### config.mk
export PLATFORM = sky130hd
export DESIGN_NAME = flush_fmt_cmd
export DESIGN_NICKNAME = d
export VERILOG_FILES = /design/src/hw/flush_fmt_pkg.sv /design/src/hw/flush_fmt_cmd.sv
export SDC_FILE = /design/constraint.sdc
export NUM_CORES = 2
export LEC_CHECK = 0
export BUFFER_PORTS_ARGS = -buffer_cell sky130_fd_sc_hd__buf_2
export CAP_MARGIN = 5
export CORE_AREA = 2 2 495 251
export DETAILED_ROUTE_END_ITERATION = 16
export DIE_AREA = 0 0 497 253
export GPL_TIMING_DRIVEN = 0
export PLACE_DENSITY_LB_ADDON = 0.3
export SLEW_MARGIN = 20
export SYNTH_ARGS = -nofsm -noshare
export SYNTH_HDL_FRONTEND = slang
export SYNTH_SLANG_ARGS = --single-unit
### constraint.sdc
create_clock -name sys_clk -period 109.8 [get_ports sys_clk]
set_input_delay 16.47 -clock sys_clk [delete_from_list [all_inputs] [get_ports sys_clk]]
set_output_delay 16.47 -clock sys_clk [all_outputs]
set_load 0.005 [all_outputs]
### src/hw/flush_fmt_pkg.sv
// Purpose: shared constants and types for the flush / track format command block
// Assumes: AXI4-Lite register access, 32-bit data, one word per register
// Notes:   task-file style registers sit at chosen word offsets

package flush_fmt_pkg;

	// ----------------------------------------------------------------
	// register offsets (byte addresses)
	// ----------------------------------------------------------------
	localparam logic [7:0] off_command   = 8'h00;
	localparam logic [7:0] off_sector    = 8'h04;
	localparam logic [7:0] off_cyl_low   = 8'h08;
	localparam logic [7:0] off_cyl_high  = 8'h0c;
	localparam logic [7:0] off_dev_head  = 8'h10;
	localparam logic [7:0] off_error     = 8'h14;
	localparam logic [7:0] off_status    = 8'h18;
	localparam logic [7:0] off_irq_stat  = 8'h1c;
	localparam logic [7:0] off_irq_en    = 8'h20;
	localparam logic [7:0] off_irq_clr   = 8'h24;
	localparam logic [7:0] off_geometry  = 8'h28;
	localparam logic [7:0] off_cache_cnt = 8'h2c;
	localparam logic [7:0] off_fmt_data  = 8'h30;

	// ----------------------------------------------------------------
	// opcodes and field positions
	// ----------------------------------------------------------------
	localparam logic [7:0] op_flush      = 8'he7;
	localparam logic [7:0] op_flush_ext  = 8'hea;
	localparam logic [7:0] op_fmt_track  = 8'h50;
	localparam int         dh_lba_bit    = 6;
	localparam int         err_abort_bit = 2;
	localparam int         err_idnf_bit  = 4;
	localparam int         st_busy_bit   = 7;
	localparam int         st_ready_bit  = 6;
	localparam int         st_seek_bit   = 4;
	localparam int         st_err_bit    = 0;

	// ----------------------------------------------------------------
	// reset values and timing counts
	// ----------------------------------------------------------------
	localparam logic [7:0]  rst_status      = 8'h50;
	localparam logic [7:0]  rst_sec_per_trk = 8'h3f;
	localparam logic [3:0]  rst_heads       = 4'hf;
	localparam logic [27:0] rst_max_lba     = 28'h0ffffff;
	localparam int          media_write_ns  = 40;
	localparam int          clk_period_ns   = 10;
	localparam logic [3:0]  media_write_cyc =
		4'((media_write_ns + clk_period_ns - 1) / clk_period_ns);
	localparam int          fmt_table_words = 128;

	typedef enum logic [2:0] {
		st_idle   = 3'b000,
		st_flush  = 3'b001,
		st_table  = 3'b010,
		st_format = 3'b011,
		st_done   = 3'b100
	} cmd_state_t;

	typedef struct packed {
		logic [7:0] sector;
		logic [7:0] cyl_low;
		logic [7:0] cyl_high;
		logic [7:0] dev_head;
	} task_file_t;

	typedef struct packed {
		logic        awt;
		logic        wt;
		logic [7:0]  awaddr;
		logic [31:0] wdata;
		logic        bvalid;
		logic        rvalid;
		logic [31:0] rdata;
		logic [1:0]  rresp;
		logic [1:0]  bresp;
	} axil_state_t;

endpackage : flush_fmt_pkg

### src/hw/flush_fmt_cmd.sv
// Purpose: executes cache flush (normal, ext) and single track format commands
// Assumes: media write engine takes zero-fill sector requests, one per strobe
// Notes:   registers over AXI4-Lite; events raise a level interrupt
//
// Summary of operation
// - flush opcode drains every pending cache entry before good status.
// - extended flush opcode behaves exactly like the plain flush.
// - format opcode formats exactly one logical track from task-file address.
// - format writes zero to each good sector, no read-back verify.
// - host format table sector is accepted but its contents ignored.
// - track laid out 1:1 interleave regardless of requested numbering.
// - after LBA format, current block address returned in same registers.
// - out-of-range block address ends format with abort flag set.
// - LBA mode formats the whole track holding the given block.

`timescale 1ns/100ps

module flush_fmt_cmd
	import flush_fmt_pkg::*;
(
	input  wire logic        sys_clk,        // 100 MHz clock
	input  wire logic        rst_n,          // sync reset, active low
	input  wire logic [7:0]  s_axi_awaddr,   // write address
	input  wire logic        s_axi_awvalid,  // write address valid
	output logic             s_axi_awready,  // write address ready
	input  wire logic [31:0] s_axi_wdata,    // write data
	input  wire logic [3:0]  s_axi_wstrb,    // write strobes
	input  wire logic        s_axi_wvalid,   // write data valid
	output logic             s_axi_wready,   // write data ready
	output logic [1:0]       s_axi_bresp,    // write response
	output logic             s_axi_bvalid,   // write response valid
	input  wire logic        s_axi_bready,   // write response ready
	input  wire logic [7:0]  s_axi_araddr,   // read address
	input  wire logic        s_axi_arvalid,  // read address valid
	output logic             s_axi_arready,  // read address ready
	output logic [31:0]      s_axi_rdata,    // read data
	output logic [1:0]       s_axi_rresp,    // read response
	output logic             s_axi_rvalid,   // read data valid
	input  wire logic        s_axi_rready,   // read data ready
	input  wire logic        cache_dirty,    // write cache holds pending entries
	output logic             cache_drain,    // request to write one cache entry
	input  wire logic        cache_done,     // one cache entry reached media
	output logic             media_zero_wr,  // write zero to one sector
	output logic [27:0]      media_lba,      // sector address for zero write
	input  wire logic        media_done,     // sector write finished
	input  wire logic        media_bad,      // sector is a known defect
	output logic             irq             // level interrupt
);

	// ----------------------------------------------------------------
	// state
	// ----------------------------------------------------------------
	typedef struct packed {
		axil_state_t bus;
		cmd_state_t  state;
		task_file_t  tf;
		logic [7:0]  command;
		logic [7:0]  error_flags;
		logic [7:0]  device_status;
		logic [7:0]  sec_per_trk;
		logic [3:0]  heads;
		logic [27:0] max_lba;
		logic [27:0] trk_base;
		logic [7:0]  sec_idx;
		logic [7:0]  tbl_cnt;
		logic [15:0] drained;
		logic        req_out;
		logic        lba_mode;
		logic [2:0]  irq_stat;
		logic [2:0]  irq_en;
	} regs_t;

	regs_t r;
	regs_t next_r;

	logic        wr_go;
	logic        rd_go;
	logic [27:0] lba_in;
	logic [27:0] chs_lba;
	logic [27:0] trk_lba;
	logic [2:0]  events;
	logic [31:0] rd_word;
	logic        rd_hit;
	logic        wr_hit;

	// ----------------------------------------------------------------
	// address decode helpers
	// ----------------------------------------------------------------
	// assemble the target address from the task file
	assign lba_in  = {r.tf.dev_head[3:0], r.tf.cyl_high, r.tf.cyl_low, r.tf.sector};
	assign chs_lba = 28'(({r.tf.cyl_high, r.tf.cyl_low} * (r.heads + 5'd1)
		+ r.tf.dev_head[3:0]) * r.sec_per_trk);
	// track start that contains the block
	assign trk_lba = 28'((lba_in / r.sec_per_trk) * r.sec_per_trk);

	assign wr_go = r.bus.awt && r.bus.wt && !r.bus.bvalid;
	assign rd_go = s_axi_arvalid && !r.bus.rvalid;

	// register read mux
	always_comb begin
		rd_word = 32'h0;
		rd_hit  = 1'b1;
		case (s_axi_araddr)
			off_command:   rd_word = {24'h0, r.command};
			off_sector:    rd_word = {24'h0, r.tf.sector};
			off_cyl_low:   rd_word = {24'h0, r.tf.cyl_low};
			off_cyl_high:  rd_word = {24'h0, r.tf.cyl_high};
			off_dev_head:  rd_word = {24'h0, r.tf.dev_head};
			off_error:     rd_word = {24'h0, r.error_flags};
			off_status:    rd_word = {24'h0, r.device_status};
			off_irq_stat:  rd_word = {29'h0, r.irq_stat};
			off_irq_en:    rd_word = {29'h0, r.irq_en};
			off_irq_clr:   rd_word = 32'h0;
			off_geometry:  rd_word = {20'h0, r.heads, r.sec_per_trk};
			off_cache_cnt: rd_word = {16'h0, r.drained};
			off_fmt_data:  rd_word = 32'h0;
			default:       rd_hit  = 1'b0;
		endcase
	end

	always_comb begin
		case (r.bus.awaddr)
			off_command, off_sector, off_cyl_low, off_cyl_high, off_dev_head,
			off_irq_en, off_irq_clr, off_geometry, off_fmt_data,
			off_error, off_status, off_irq_stat, off_cache_cnt: wr_hit = 1'b1;
			default: wr_hit = 1'b0;
		endcase
	end

	// ----------------------------------------------------------------
	// next state
	// ----------------------------------------------------------------
	always_comb begin
		next_r = r;
		events = 3'b000;

		// axi write channel capture
		if (s_axi_awvalid && !r.bus.awt) begin
			next_r.bus.awt    = 1'b1;
			next_r.bus.awaddr = s_axi_awaddr;
		end
		if (s_axi_wvalid && !r.bus.wt) begin
			next_r.bus.wt    = 1'b1;
			next_r.bus.wdata = s_axi_wdata;
		end
		if (r.bus.bvalid && s_axi_bready) begin
			next_r.bus.bvalid = 1'b0;
		end
		if (r.bus.rvalid && s_axi_rready) begin
			next_r.bus.rvalid = 1'b0;
		end
		if (rd_go) begin
			next_r.bus.rvalid = 1'b1;
			next_r.bus.rdata  = rd_word;
			next_r.bus.rresp  = rd_hit ? 2'b00 : 2'b10;
		end

		// engine
		next_r.req_out = 1'b0;
		case (r.state)
			st_idle: begin
			end
			st_flush: begin
				if (cache_done) begin
					next_r.drained = r.drained + 16'd1;
				end
				// only report good status once nothing is left
				if (!cache_dirty && !r.req_out) begin
					next_r.state = st_done;
				end else if (cache_dirty && !r.req_out && !cache_done) begin
					next_r.req_out = 1'b1;
				end else begin
					next_r.req_out = r.req_out && !cache_done;
				end
			end
			st_table: begin
				// table sector words counted and dropped
				if (r.tbl_cnt == 8'(fmt_table_words)) begin
					next_r.state = st_format;
				end
			end
			st_format: begin
				// sectors written in order, 1:1 interleave
				if (r.sec_idx == r.sec_per_trk) begin
					next_r.state = st_done;
				end else if (!r.req_out || media_done) begin
					if (media_done || media_bad) begin
						next_r.sec_idx = r.sec_idx + 8'd1;
					end
					next_r.req_out = !media_bad && !media_done;
					if (media_done) begin
						next_r.req_out = 1'b0;
					end
				end else begin
					next_r.req_out = 1'b1;
				end
			end
			st_done: begin
				// results written on the same edge that busy drops
				next_r.device_status[st_busy_bit] = 1'b0;
				next_r.device_status[st_err_bit]  = |r.error_flags;
				next_r.state = st_idle;
				events[0] = (r.command == op_flush) || (r.command == op_flush_ext);
				events[1] = (r.command == op_fmt_track);
				events[2] = |r.error_flags;
				if (r.lba_mode && r.command == op_fmt_track
					&& !r.error_flags[err_abort_bit]) begin
					// return current block address
					{next_r.tf.dev_head[3:0], next_r.tf.cyl_high,
						next_r.tf.cyl_low, next_r.tf.sector} =
						28'(r.trk_base + r.sec_idx - 28'd1);
				end
			end
			default: next_r.state = st_idle;
		endcase

		// register writes
		if (wr_go) begin
			next_r.bus.awt    = 1'b0;
			next_r.bus.wt     = 1'b0;
			next_r.bus.bvalid = 1'b1;
			next_r.bus.bresp  = wr_hit ? 2'b00 : 2'b10;
			case (r.bus.awaddr)
				off_sector:   if (r.state == st_idle) next_r.tf.sector   = r.bus.wdata[7:0];
				off_cyl_low:  if (r.state == st_idle) next_r.tf.cyl_low  = r.bus.wdata[7:0];
				off_cyl_high: if (r.state == st_idle) next_r.tf.cyl_high = r.bus.wdata[7:0];
				off_dev_head: if (r.state == st_idle) next_r.tf.dev_head = r.bus.wdata[7:0];
				off_irq_en:   next_r.irq_en = r.bus.wdata[2:0];
				off_irq_clr:  next_r.irq_stat = r.irq_stat & ~r.bus.wdata[2:0];
				off_geometry: if (r.state == st_idle) begin
					next_r.sec_per_trk = r.bus.wdata[7:0];
					next_r.heads       = r.bus.wdata[11:8];
				end
				off_fmt_data: if (r.state == st_table) next_r.tbl_cnt = r.tbl_cnt + 8'd1;
				off_command: if (r.state == st_idle) begin
					next_r.command     = r.bus.wdata[7:0];
					next_r.error_flags = 8'h00;
					next_r.drained     = 16'h0;
					next_r.sec_idx     = 8'h00;
					next_r.tbl_cnt     = 8'h00;
					next_r.lba_mode    = r.tf.dev_head[dh_lba_bit];
					next_r.device_status[st_busy_bit] = 1'b1;
					next_r.device_status[st_err_bit]  = 1'b0;
					case (r.bus.wdata[7:0])
						op_flush, op_flush_ext: next_r.state = st_flush;
						op_fmt_track: begin
							next_r.trk_base = r.tf.dev_head[dh_lba_bit] ? trk_lba : chs_lba;
							if (r.tf.dev_head[dh_lba_bit] && lba_in > r.max_lba) begin
								next_r.error_flags[err_abort_bit] = 1'b1;
								next_r.state = st_done;
							end else begin
								next_r.state = r.bus.wdata[8] ? st_table : st_format;
							end
						end
						default: begin
							next_r.error_flags[err_abort_bit] = 1'b1;
							next_r.state = st_done;
						end
					endcase
				end
				default: begin
				end
			endcase
		end

		// events win over a simultaneous clear
		next_r.irq_stat = next_r.irq_stat | events;
	end

	// ----------------------------------------------------------------
	// registers
	// ----------------------------------------------------------------
	always_ff @(posedge sys_clk) begin
		if (!rst_n) begin
			r               <= '0;
			r.state         <= st_idle;
			r.device_status <= rst_status;
			r.sec_per_trk   <= rst_sec_per_trk;
			r.heads         <= rst_heads;
			r.max_lba       <= rst_max_lba;
		end else begin
			r <= next_r;
		end
	end

	// ----------------------------------------------------------------
	// outputs
	// ----------------------------------------------------------------
	assign s_axi_awready = !r.bus.awt;
	assign s_axi_wready  = !r.bus.wt;
	assign s_axi_bvalid  = r.bus.bvalid;
	assign s_axi_bresp   = r.bus.bresp;
	assign s_axi_arready = !r.bus.rvalid;
	assign s_axi_rvalid  = r.bus.rvalid;
	assign s_axi_rdata   = r.bus.rdata;
	assign s_axi_rresp   = r.bus.rresp;
	assign cache_drain   = (r.state == st_flush) && r.req_out;
	assign media_zero_wr = (r.state == st_format) && r.req_out;
	assign media_lba     = 28'(r.trk_base + r.sec_idx);
	assign irq           = |(r.irq_stat & r.irq_en);

endmodule : flush_fmt_cmd

==> results.cfg <==
[worst_setup_path]
critPathLaunchType = flop
cp_common_cell = o21a_1
required_ns = 110.24
arrival_ns = 95.60
end_kind = flop
crit_type = reg2reg
crit_fanout = 27
worst_path_max_delay_cell = clkbuf_1
slowest_delay_ns = 0.94

[route]
vias = 35500
ant_nets = 0
wirelength_mm = 133
dr.pass1.iters = 8
drt_iter0_drc = 4185
drc = 0
wire_per_inst_um = 20.4
via_per_inst = 5.47

[place]
portBuffers = 91
place.gp.congestion = 0.963
hpwl_mm = 112

[final_layout]
regArea_um2 = 3380
multi_input_area_um2 = 30200
nNetsFinal = 5546
area_growth_pct = 9.43
nFillCells = 13000
final_layout_size_suffix_gt1_share_pct = 7.33

[cts]
clk_latency_ns = 0.51
postCtsSetupBuffers = 0
h-tree-depth = 4
cts_root_buffer = clkbuf_16
cts_tree = yes
ctsHoldBuffers = 0
cts_sinks = 169
cts_buffers = 25
ctsResizeCount = 0
clk_pin_slew_ns = 0.07
clock_path_buffers = 3

[min_path]
min_path_type = reg2reg

[run]
max-cap-violations = 0

[die]
dieArea_um2 = 126000
die_w_um = 497
die_h_um = 253
initial_utilization_pct = 29.7
core_um2 = 122000
io_pins = 135
row_count = 91

[global_route]
grt_first_pass_wirelength_mm = 201
grt_pass1_vias = 32300
grt_max_degree = 36
grt-ovfl-total = 0
antenna_found_initial = 7
grt_use_total_pct = 20.5

[timing]
worst_pin_slew_ns = 1.25
timing_hold_violations_final = 0
clock_skew_ns = 0.0206
finalSetupViolCount = 0
rsz0062_at_grt = false
maxSlewViolCount = 0
fmax_ghz = 0.0105
tns_ns = 0
fin_crit_ns = 95.16
relSlewSlack_pct = 16.8
period_share_pct = 86.7

[synthesis]
mappedNetlistArea_um2 = 36200
ys_types = 136
ys_seq_elements = 169
synth_ff_type = dfxtp_1
async_flop_share_pct = 0
ys_warn_count = 0
yosys-top-cells-area = fa_1, ha_1, dfxtp_1
synth.avg_cell_area_um2 = 7.68
netlist_instances = 4711
yosys.area.top_type = fa_1
yosysSeqAreaShare_pct = 9.35
synth.top_cell.area_share_pct = 16.5
synth_edf_count = 0

[status]
status = completed
[cells in the mapped netlist (14+ instances only)]
cell type  number
ha_1          334
or2_2          24
o21bai_1       23
a211oi_1       23
mux2_2         32
o21a_1        136
dfxtp_1       169
a21oi_1       248
nand3_1        84
and2_1        151
o211a_1        56
o21ai_1        27
nor3_1        180
or3_1          40
or4_1          15
o211ai_1       66
nand3b_1       18
nand2_1       567
fa_1          298
clkbuf_1      177
mux2i_1        61
buf_2          14
nand2b_1       37
o31ai_1        70
xnor2_1       155
a22oi_1        25
nor2b_1        79
nand4_1        47
xor2_1         77
a31oi_1        35
a21boi_0       35
a21o_1         61
nor2_1        388
inv_1         409
o21ai_0       139
nor4_1         23
and3_1         38
buf_4          42
[cells in the final DEF, fill, tap and decap left out, types with 35 or more instances in the layout]
| cell | count |
|---|---|
| a21o_1 | 61 |
| nand2b_1 | 37 |
| nand2_1 | 567 |
| ha_1 | 334 |
| inv_1 | 406 |
| clkbuf_1 | 170 |
| nand3_1 | 84 |
| o21a_1 | 136 |
| a21oi_1 | 248 |
| and3_1 | 38 |
| xor2_1 | 77 |
| nor2b_1 | 79 |
| nand4_1 | 47 |
| xnor2_1 | 155 |
| buf_2 | 105 |
| o31ai_1 | 69 |
| nor2_1 | 388 |
| mux2i_1 | 61 |
| a31oi_1 | 35 |
| o21ai_0 | 139 |
| a21boi_0 | 35 |
| buf_4 | 42 |
| o211ai_1 | 66 |
| o211a_1 | 56 |
| or3_1 | 40 |
| dfxtp_1 | 169 |
| nor3_1 | 176 |
| and2_1 | 151 |
| fa_1 | 298 |
[stage by stage]
| step | hold WS (ns) | utilization, % | area [um^2] | cells | setup slack (ns) |
|---|---|---|---|---|---|
| 2_1_floorplan | 0.436 | - | 36200 | 4728 | 33.86 |
| 3_3_place_gp | 0.456 | 31.8 | 38700 | 6446 | 16.09 |
| 3_5_place_dp | 0.459 | 31.9 | 38800 | 6450 | 16.62 |
| 4_1_cts | 0.473 | 32.4 | 39500 | 6483 | 16.20 |
| 5_1_grt | 0.500 | 32.5 | 39600 | 6484 | 7.89 |
| 6_report | 0.471 | 32.5 | 39600 | 6489 | 14.64 |
[registers in the layout, summed over array words and instances (netlist names), named ones only]
name,flops
s_axi_rresp,1
r,119
s_axi_rdata,16
s_axi_bresp,1
s_axi_bvalid,1
lba_in,28
s_axi_rvalid,1
[worst max-delay path: cells and delay by family, from the launching register on]
kind | cells | cell delay [ns]
compound gates | 201 | 44.54
simple gates | 93 | 22.78
buf+inv | 51 | 14.19
fa+ha+maj | 32 | 10.86
mux | 4 | 1.54
flops | 1 | 0.83
xor+xnor | 1 | 0.18
[final timing paths]
path / from / to / slack (ns) / cells after the start
worst max-delay path: r[101] / r[67] / 14.64 / 382
worst min-delay path: r[215] / r[98] / 0.47 / 2
worst min register to register: r[215] / r[98] / 0.47 / 2
worst max register to register: r[101] / r[67] / 14.64 / 382
[final cells by class]
type,instances,share of cell area (%)
repair buffers,96,1.38
inverters,413,3.92
clock inverters,3,0.107
diodes,5,0.0316
plain buffers,245,2.87
flip-flops and latches,169,8.54
well taps,1627,5.14
multi-input cells,3901,76.3
clock buffers,30,1.68
[cell families (layout without fill, tap and decap cells)]
kind of cell               Yosys count  after routing  share of synthesized area [%]
other                                1             23                         0.0104
DFF                                169            169                           9.35
xor gates and xnor gates           234            234                           5.71
adders and majority gates          632            632                           28.0
muxes                               98             98                           2.85
buffers and inverters              658            787                           7.37
and+or+nand+nor                   1783           1783                           24.4
AOI/OAI and AO/OA                 1136           1136                           22.3
[layer usage]
metal / global-route usage, % / part of all wire [%] / vias to the layer above
li1: - / - / 16700
met1: 35.4 / 55 / 17100
met2: 23.2 / 32 / 1603
met3: 6.95 / 13 / 53
met4: 0.987 / 0.34 / 2
met5: 0.723 / 0.099 / -
Power is not shown: default switching activity piles up to over one toggle a cycle in this logic, so the estimate is an artifact.
